## src/arw_pkg.sv

```systemverilog
// arw_pkg: constants, types and register map of the converter result
// window register block.
// assumes: one 32-bit AHB-Lite slave, each register in one aligned word.
package arw_pkg;

    // ----------------------------------------------------------------
    // register word indices (byte address = index * 4)
    // ----------------------------------------------------------------
    localparam logic [5:0] ARW_IDX_CTRL = 6'h04;
    localparam logic [5:0] ARW_IDX_MASK = 6'h0A;
    localparam logic [5:0] ARW_IDX_FLAGS = 6'h0B;
    localparam logic [5:0] ARW_IDX_DBG = 6'h0C;
    localparam logic [5:0] ARW_IDX_TEMP = 6'h0D;
    localparam logic [5:0] ARW_IDX_RES_LO = 6'h10;
    localparam logic [5:0] ARW_IDX_RES_HI = 6'h11;
    localparam logic [5:0] ARW_IDX_WLT_LO = 6'h12;
    localparam logic [5:0] ARW_IDX_WLT_HI = 6'h13;
    localparam logic [5:0] ARW_IDX_WHT_LO = 6'h14;
    localparam logic [5:0] ARW_IDX_WHT_HI = 6'h15;

    // ----------------------------------------------------------------
    // field positions and reset values
    // ----------------------------------------------------------------
    localparam int ARW_CTRL_MODE_LSB = 0;
    localparam int ARW_CTRL_ACC_LSB = 4;
    localparam int ARW_DBG_RUN_BIT = 0;
    localparam int ARW_FLAG_RDY = 0;
    localparam int ARW_FLAG_WIN = 1;
    localparam logic [7:0] ARW_RST_BYTE = 8'h00;
    localparam logic [15:0] ARW_RST_WORD = 16'h0000;
    localparam logic [2:0] ARW_ACC_LOG2_MAX = 3'h6;
    localparam logic [9:0] ARW_SAMPLE_MAX = 10'h3FF;
    localparam logic [15:0] ARW_ACC_MAX = 16'hFFC0;
    localparam logic [1:0] ARW_HTRANS_NONSEQ = 2'h2;
    localparam logic [1:0] ARW_RESP_OKAY = 2'h0;

    // window comparison modes
    typedef enum logic [2:0] {
        ARW_WIN_NONE = 3'h0,
        ARW_WIN_BELOW = 3'h1,
        ARW_WIN_ABOVE = 3'h2,
        ARW_WIN_INSIDE = 3'h3,
        ARW_WIN_OUTSIDE = 3'h4
    } arw_win_mode_t;

    // ahb-lite master side of one transfer, hready included
    typedef struct packed {
        logic hsel;
        logic [1:0] htrans;
        logic hwrite;
        logic [2:0] hsize;
        logic [31:0] haddr;
        logic [31:0] hwdata;
        logic hready;
    } arw_ahb_req_t;

    // one raw conversion from the analog core, two's complement
    typedef struct packed {
        logic valid;
        logic signed [11:0] raw;
    } arw_sample_t;

endpackage : arw_pkg

```

## src/arw_regs.sv

```systemverilog
// arw_regs: software view of the converter result, accumulation,
// window comparator, debug run control and shared byte latch.
// assumes: single clock, synchronous reset, zero-wait AHB-Lite slave,
// conversion core hands over one raw sample per valid pulse.
//
// Summary of operation
// RULE1 - halted without debug run: stop, ignore events
// RULE2 - debug run set: keep running while halted
// RULE3 - one shared 8-bit byte latch, read/write
// RULE4 - result low byte at base, high next
// RULE5 - single sample saturates to 0x000..0x3FF
// RULE6 - accumulated result never exceeds 0xFFC0
// RULE7 - unsigned magnitude, 0x0000 zero, 0xFFFF full; code: full is 0x3FF single, 0xFFC0 accumulated
// RULE8 - single result in ten low bits
// RULE9 - window compared once on final accumulation
// RULE10 - 16-bit low threshold at 0x12, 0x13
// RULE11 - result read or write-one clears flags
// RULE12 - window modes none, below, above, inside, outside
// RULE13 - 16-bit high threshold at 0x14, 0x15
// RULE14 - low read latches high; high write commits
//
// Our own choice: register access over AHB-Lite.
`timescale 1ns/100ps

module arw_regs (
    input wire logic mclk_i,
    input wire logic srst_i,
    input wire arw_pkg::arw_ahb_req_t ahb_i,
    output logic [31:0] hrdata_o,
    output logic hreadyout_o,
    output logic hresp_o,
    input wire arw_pkg::arw_sample_t sample_i,
    input wire logic start_event_i,
    input wire logic cpu_halted_i,
    output logic start_conv_o,
    output logic run_enable_o,
    output logic irq_o
);
    import arw_pkg::*;

    // ----------------------------------------------------------------
    // helper functions
    // ----------------------------------------------------------------

    // clamp a raw sample into the ten-bit range
    function automatic logic [9:0] sat10(input logic signed [11:0] raw);
        logic [9:0] r;
        r = raw[9:0];
        if (raw < 12'sh000) begin
            r = 10'h000;
        end else if (raw > 12'sh3FF) begin
            r = ARW_SAMPLE_MAX;
        end
        return r;
    endfunction : sat10

    // unsigned window check of a finished result
    function automatic logic win_match(input logic [2:0] mode,
                                       input logic [15:0] res,
                                       input logic [15:0] lo,
                                       input logic [15:0] hi);
        logic m;
        m = 1'b0;
        case (mode)
            ARW_WIN_BELOW: begin
                m = res < lo;
            end
            ARW_WIN_ABOVE: begin
                m = res > hi;
            end
            ARW_WIN_INSIDE: begin
                m = (res > lo) && (res < hi);
            end
            ARW_WIN_OUTSIDE: begin
                m = (res < lo) || (res > hi);
            end
            default: begin
                m = 1'b0;
            end
        endcase
        return m;
    endfunction : win_match

    // ----------------------------------------------------------------
    // state
    // ----------------------------------------------------------------
    logic [7:0] ctrl_q;
    logic [1:0] mask_q;
    logic [1:0] flags_q;
    logic [1:0] flags_d;
    logic dbg_run_q;
    logic [7:0] temp_q;
    logic [7:0] temp_d;
    logic [15:0] result_q;
    logic [15:0] window_low_threshold_q;
    logic [15:0] window_high_threshold_q;
    logic [15:0] acc_q;
    logic [6:0] cnt_q;
    logic wr_pend_q;
    logic [5:0] wr_idx_q;

    // ----------------------------------------------------------------
    // bus decode
    // ----------------------------------------------------------------
    logic addr_ok;
    logic acc_phase;
    logic rd_en;
    logic [5:0] rd_idx;
    logic wr_en;
    logic [7:0] wbyte;
    logic [31:0] rd_word;

    // address phase taken while hready is high
    assign addr_ok = ahb_i.haddr[31:8] == 24'h000000;
    assign acc_phase = ahb_i.hsel && ahb_i.hready && ahb_i.htrans[1];
    assign rd_en = acc_phase && !ahb_i.hwrite && addr_ok;
    assign rd_idx = ahb_i.haddr[7:2];
    assign wr_en = wr_pend_q && ahb_i.hready;
    assign wbyte = ahb_i.hwdata[7:0];

    // read mux, high halves come from the shared latch
    always_comb begin
        rd_word = 32'h00000000;
        case (rd_idx)
            ARW_IDX_CTRL: rd_word[7:0] = ctrl_q;
            ARW_IDX_MASK: rd_word[1:0] = mask_q;
            ARW_IDX_FLAGS: rd_word[1:0] = flags_q;
            ARW_IDX_DBG: rd_word[ARW_DBG_RUN_BIT] = dbg_run_q;
            ARW_IDX_TEMP: rd_word[7:0] = temp_q; // see RULE3
            ARW_IDX_RES_LO: rd_word[7:0] = result_q[7:0]; // see RULE4
            ARW_IDX_RES_HI: rd_word[7:0] = temp_q; // see RULE4
            ARW_IDX_WLT_LO: rd_word[7:0] = window_low_threshold_q[7:0];
            ARW_IDX_WLT_HI: rd_word[7:0] = temp_q;
            ARW_IDX_WHT_LO: rd_word[7:0] = window_high_threshold_q[7:0];
            ARW_IDX_WHT_HI: rd_word[7:0] = temp_q;
            default: rd_word = 32'h00000000;
        endcase
    end

    // ----------------------------------------------------------------
    // debug run control
    // ----------------------------------------------------------------
    logic freeze;
    logic take;
    logic [2:0] mode;
    logic [2:0] acc_log2;

    assign freeze = cpu_halted_i && !dbg_run_q; // see RULE1
    assign take = sample_i.valid && !freeze; // see RULE1 see RULE2
    assign mode = ctrl_q[ARW_CTRL_MODE_LSB +: 3];
    assign acc_log2 = (ctrl_q[ARW_CTRL_ACC_LSB +: 3] > ARW_ACC_LOG2_MAX) ?
        ARW_ACC_LOG2_MAX : ctrl_q[ARW_CTRL_ACC_LSB +: 3];

    // ----------------------------------------------------------------
    // accumulation and window comparison
    // ----------------------------------------------------------------
    logic [9:0] sample10;
    logic [15:0] acc_sum;
    logic [6:0] cnt_next;
    logic [6:0] cnt_target;
    logic last;
    logic set_rdy;
    logic set_win;

    // unsigned magnitude, sample in the ten low bits
    assign sample10 = sat10(sample_i.raw); // see RULE5 see RULE7
    assign acc_sum = acc_q + {6'h00, sample10}; // see RULE8 see RULE6
    assign cnt_next = cnt_q + 7'h01;
    assign cnt_target = 7'h01 << acc_log2;
    assign last = cnt_next >= cnt_target;
    assign set_rdy = take && last;
    // only the finished sum is compared
    assign set_win = set_rdy &&
        win_match(mode, acc_sum, window_low_threshold_q, window_high_threshold_q); // see RULE9 see RULE12

    always_ff @(posedge mclk_i) begin
        if (srst_i) begin
            acc_q <= ARW_RST_WORD;
            cnt_q <= 7'h00;
            result_q <= ARW_RST_WORD;
        end else if (take) begin
            acc_q <= last ? ARW_RST_WORD : acc_sum;
            cnt_q <= last ? 7'h00 : cnt_next;
            if (last) begin
                result_q <= acc_sum;
            end
        end
    end

    // ----------------------------------------------------------------
    // flags: result read or write-one clears, set wins
    // ----------------------------------------------------------------
    logic rd_res;
    logic [1:0] w1c;
    logic [1:0] set_vec;

    assign rd_res = rd_en &&
        (rd_idx == ARW_IDX_RES_LO || rd_idx == ARW_IDX_RES_HI);
    assign w1c = (wr_en && wr_idx_q == ARW_IDX_FLAGS) ? wbyte[1:0] : 2'h0;
    assign set_vec = {set_win, set_rdy};
    assign flags_d = set_vec |
        (flags_q & ~w1c & ~{2{rd_res}}); // see RULE11

    always_ff @(posedge mclk_i) begin
        if (srst_i) begin
            flags_q <= 2'h0;
            irq_o <= 1'b0;
        end else begin
            flags_q <= flags_d;
            irq_o <= |(flags_d & mask_q);
        end
    end

    // ----------------------------------------------------------------
    // shared byte latch
    // ----------------------------------------------------------------
    logic wr_to_temp;
    logic rd_lo;
    logic [7:0] rd_hi_byte;

    assign wr_to_temp = wr_en && (wr_idx_q == ARW_IDX_TEMP ||
        wr_idx_q == ARW_IDX_WLT_LO || wr_idx_q == ARW_IDX_WHT_LO);
    assign rd_lo = rd_en && (rd_idx == ARW_IDX_RES_LO ||
        rd_idx == ARW_IDX_WLT_LO || rd_idx == ARW_IDX_WHT_LO);
    assign rd_hi_byte = (rd_idx == ARW_IDX_RES_LO) ? result_q[15:8] :
        (rd_idx == ARW_IDX_WLT_LO) ? window_low_threshold_q[15:8] : window_high_threshold_q[15:8];

    // the later transfer (read in address phase) wins
    always_comb begin
        temp_d = temp_q;
        if (wr_to_temp) begin
            temp_d = wbyte; // see RULE14
        end
        if (rd_lo) begin
            temp_d = rd_hi_byte; // see RULE14
        end
    end

    always_ff @(posedge mclk_i) begin
        if (srst_i) begin
            temp_q <= ARW_RST_BYTE;
        end else begin
            temp_q <= temp_d; // see RULE3
        end
    end

    // ----------------------------------------------------------------
    // software registers, written in the data phase
    // ----------------------------------------------------------------
    always_ff @(posedge mclk_i) begin
        if (srst_i) begin
            ctrl_q <= ARW_RST_BYTE;
            mask_q <= 2'h0;
            dbg_run_q <= 1'b0;
            window_low_threshold_q <= ARW_RST_WORD;
            window_high_threshold_q <= ARW_RST_WORD;
        end else if (wr_en) begin
            case (wr_idx_q)
                ARW_IDX_CTRL: ctrl_q <= wbyte;
                ARW_IDX_MASK: mask_q <= wbyte[1:0];
                ARW_IDX_DBG: dbg_run_q <= wbyte[ARW_DBG_RUN_BIT];
                ARW_IDX_WLT_HI: window_low_threshold_q <= {wbyte, temp_q}; // see RULE10
                ARW_IDX_WHT_HI: window_high_threshold_q <= {wbyte, temp_q}; // see RULE13
                default: ctrl_q <= ctrl_q;
            endcase
        end
    end

    // ----------------------------------------------------------------
    // bus pipeline and outputs
    // ----------------------------------------------------------------
    always_ff @(posedge mclk_i) begin
        if (srst_i) begin
            wr_pend_q <= 1'b0;
            wr_idx_q <= 6'h00;
            hrdata_o <= 32'h00000000;
            hreadyout_o <= 1'b1;
            hresp_o <= 1'b0;
            start_conv_o <= 1'b0;
            run_enable_o <= 1'b1;
        end else begin
            if (ahb_i.hready) begin
                wr_pend_q <= acc_phase && ahb_i.hwrite && addr_ok;
                wr_idx_q <= rd_idx;
            end
            if (rd_en) begin
                hrdata_o <= rd_word;
            end
            hreadyout_o <= 1'b1;
            hresp_o <= ARW_RESP_OKAY[0];
            start_conv_o <= start_event_i && !freeze; // see RULE1
            run_enable_o <= !freeze; // see RULE2
        end
    end
endmodule : arw_regs

```

## config.mk

```make
export PLATFORM = sky130hd
export DESIGN_NAME = arw_regs
export DESIGN_NICKNAME = d
export VERILOG_FILES = /design/src/arw_pkg.sv /design/src/arw_regs.sv
export SDC_FILE = /design/constraint.sdc
export NUM_CORES = 1
export LEC_CHECK = 0
export BUFFER_PORTS_ARGS = -buffer_cell sky130_fd_sc_hd__buf_2
export CAP_MARGIN = 20
export CORE_MARGIN = 3
export CORE_UTILIZATION = 30
export DETAILED_ROUTE_END_ITERATION = 7
export SLEW_MARGIN = 10
export SYNTH_ARGS = -nofsm -noshare
export SYNTH_HDL_FRONTEND = slang
export SYNTH_SLANG_ARGS = --single-unit
```

## constraint.sdc

```tcl
create_clock -name mclk_i -period 6.5 [get_ports mclk_i]
set_input_delay 0.65 -clock mclk_i [delete_from_list [all_inputs] [get_ports mclk_i]]
set_output_delay 0.65 -clock mclk_i [all_outputs]
set_load 0.01 [all_outputs]
```

==> results.json <==
{
  "status": "finished clean",
  "cts-hold-fix-buffers": 0,
  "slew_headroom": 0.368,
  "drtAntennaViolNets": 0,
  "yosysWarnings": 0,
  "worstMarginPinSlew_ns": 0.947,
  "gp_congestion": 0.865,
  "synth_area_leaders": "dfxtp_1, mux2i_1, ha_1, nor2_1, nand2_1",
  "most-common-layout-cells": "nor2_1, dfxtp_1, nand2_1",
  "netlist.area_leader.share": 0.330,
  "power_density_nw_per_um2": 183,
  "grt-ovfl-total": 0,
  "dr.pass1.iters": 5,
  "synth_cell_types": 67,
  "core_area_um2": 21400,
  "crit_start": "sample_i[10]",
  "r2r-start": "acc_q[0]",
  "nFillCells": 2267,
  "final_common_cell": "nor2_1",
  "areaGrowthSynthToFinish_pct": 11.1,
  "switching_share": 0.261,
  "syn-cell-area_um2": 6670,
  "critPathRequiredTime_ns": 6.80,
  "clock_skew_ns": 0.00865,
  "path_class": "in2reg",
  "start_util": 0.311,
  "cpMaxStageDelayCell": "fa_1",
  "cp_top_family": "compound AO/OA/AOI/OAI gates",
  "cp_cell_sequence": "buf_2 > nor2_1 > nor2_1 > ha_1 > fa_1 > a21o_1 > a21oi_1 > o21bai_2 > a21oi_1 > o31ai_4 > nand3_1 > xor2_1 > inv_1 > ha_1 > nand4_1 > nor4_2 > a21boi_1 > nor3_1 > a2111o_1 > and3_4 > o21ai_2 > a22o_1",
  "r2r_slack_ns": 1.91,
  "grt_use_total": 0.144,
  "rr_worst_depth": 19,
  "wl_mm": 17.4,
  "p_clk_frac": 0.395,
  "path_max_fanout": 10,
  "htree_levels": 3,
  "synth_cells": 827,
  "drc": 0,
  "clock-sinks": 110,
  "die_width_um": 155,
  "critPathMaxStageDelay_ns": 0.40,
  "numCtsBuffers": 9,
  "drt_iter0_drc": 317,
  "seq_power_share": 0.507,
  "power_switching_w": 0.000353,
  "power.leakage_nw": 2.93,
  "synth_seq_area_share": 0.330,
  "cts-root-buf": "clkbuf_16",
  "slew_violations": 0,
  "synth_area_per_cell_um2": 8.06,
  "grt_pass1_vias": 5358,
  "clock.fmax_mhz": 206,
  "p_int_w": 0.000999,
  "clk_pin_slew_worst_paths_ns": 0.08,
  "synth_ff_type": "dfxtp_1",
  "vias": 5664,
  "rsz0062_at_grt": "no",
  "synth_edf_count": 0,
  "io-pin-count": 126,
  "hold_violations": 0,
  "end_kind": "register",
  "finalNetCount": 1009,
  "synthArstFlopShare": 0,
  "yosysTopAreaCell": "dfxtp_1",
  "drv_cap": 0,
  "cts_tree": "built",
  "holdWs_ns": 0.452,
  "grt_start_max_net_pins": 67,
  "layout-drive-gt1-share": 0.126,
  "whs_path_depth": 2,
  "ys_ff_latch": 110,
  "grt_pass1_wl_mm": 27.9,
  "whs_endpoint": "ctrl_q[7]",
  "start_kind": "input port",
  "worstPathArrival_ns": 5.17,
  "cts_resized": 0,
  "ir_drop_uv": 107,
  "setup_violations": 0,
  "cts_buffer_depth": 2,
  "min_from": "ctrl_q[7]",
  "die_h_um": 155,
  "io_buffer_count": 69,
  "finalSetupTns_ns": 0,
  "p_comb_frac": 0.098,
  "antenna_found_initial": 0,
  "fp-row-count": 53,
  "n_antenna_cell": 0,
  "crit_buf_inv": 2,
  "post-route-min-period_ns": 4.86,
  "clock_latency_ns": 0.36,
  "finalCritPeriodShare": 0.748,
  "dpl.hpwl_mm": 12.9,
  "vias_per_cell": 4.93,
  "rr_endpoint": "irq_o",
  "die-area_um2": 24000,
  "post_cts_buffers": 0,
  "wl_per_cell_um": 15.1,
  "min_path_type": "reg2reg"
}
## metal layers
metal / up-vias / part of all wire / wire length [um] / track usage
met2: 129 / 0.46 / 7910 / 0.236
met4: 0 / 0.010 / 182 / 0.0257
met5: - / 0 / 0 / 0
li1: 2905 / - / - / -
met3: 11 / 0.063 / 1090 / 0.0289
met1: 2619 / 0.47 / 8180 / 0.197
## worst max path at each step
| stage | endpoint | depth (start not counted) |
|---|---|---|
| global route | irq_o | 22 |
| finish | irq_o | 22 |
| floorplan | irq_o | 21 |
| detailed placement | irq_o | 22 |
| global placement | irq_o | 22 |
| CTS | irq_o | 22 |
## cells by family after synthesis
| logic type | synth area share |
|---|---|
| AO/OA/AOI/OAI | 0.151 |
| multiplexers | 0.102 |
| other | 0.00113 |
| flip-flops | 0.330 |
| AND/OR/NAND/NOR | 0.217 |
| XOR/XNOR | 0.0236 |
| buffers and inverters | 0.0781 |
| adder cells (fa/ha/maj) | 0.0968 |
## registers in the layout, indices dropped and copies added, names as in the netlist, 7 cells and up
| name | cells |
|---|---|
| acc_q | 16 |
| hrdata_o | 8 |
| window_high_threshold_q | 16 |
| window_low_threshold_q | 16 |
| ctrl_q | 8 |
| temp_q | 8 |
| cnt_q | 7 |
| result_q | 16 |
## synthesized netlist by cell type, types with 5 or more instances
library cell and n:
nor2_1 116, dfxtp_1 110, nand2_1 90, mux2i_1 68
a21oi_1 56, ha_1 50, inv_1 43, nand3_1 37
clkbuf_1 32, buf_4 26, o21ai_0 24, a211oi_1 23
a22oi_1 12, xor2_1 11, nor3_1 9, or3_1 8
nand2b_1 7, nand4_1 7, xnor2_1 7, a31oi_1 6
nor4_1 6, a21o_1 5, buf_2 5, nand3b_1 5
## metrics by stage
stage	cell area, um2	util	setup WS, ns	cells	total power, W
3_3_place_gp	7120	0.332	1.35	1132	0.000833
3_5_place_dp	7120	0.332	1.29	1132	0.000835
5_1_grt	7400	0.346	1.35	1149	0.00141
6_report	7400	0.346	1.64	1149	0.00135
2_1_floorplan	6760	-	1.85	851	0.000798
4_1_cts	7400	0.345	1.65	1148	0.00137
## cell type report
cell class / count / area, um2 / area share
Timing Repair Buffer: 73 / 378 / 0.0510
Clock buffer: 10 / 239 / 0.0323
Clock inverter: 6 / 42.5 / 0.00575
Tap cell: 275 / 344 / 0.0465
Inverter: 43 / 161 / 0.0218
Sequential cell: 110 / 2200 / 0.297
Multi-Input combinational cell: 632 / 4040 / 0.545
## worst register-to-register path: stages, from the launching register on
cell      delay (ns)
dfxtp_1         0.32
ha_1            0.22
fa_1            0.40
a21o_1          0.20
a21oi_1         0.25
o21bai_2        0.10
a21oi_1         0.30
o31ai_4         0.16
nand3_1         0.15
xor2_1          0.23
inv_1           0.10
ha_1            0.33
nand4_1         0.22
nor4_2          0.40
a21boi_1        0.21
nor3_1          0.09
a2111o_1        0.36
and3_4          0.17
o21ai_2         0.17
a22o_1          0.15
## power groups by stage
stage | sequential, W | combinational [W] | clock (W)
global route | 0.000687 | 0.000149 | 0.000578
detailed placement | 0.000702 | 0.000133 | 0
finish | 0.000686 | 0.000133 | 0.000534
CTS | 0.000686 | 0.000134 | 0.000552
global placement | 0.000701 | 0.000132 | 0
floorplan | 0.000701 | 0.0000978 | 0
Note: power is estimated with default switching activity, not from simulation.
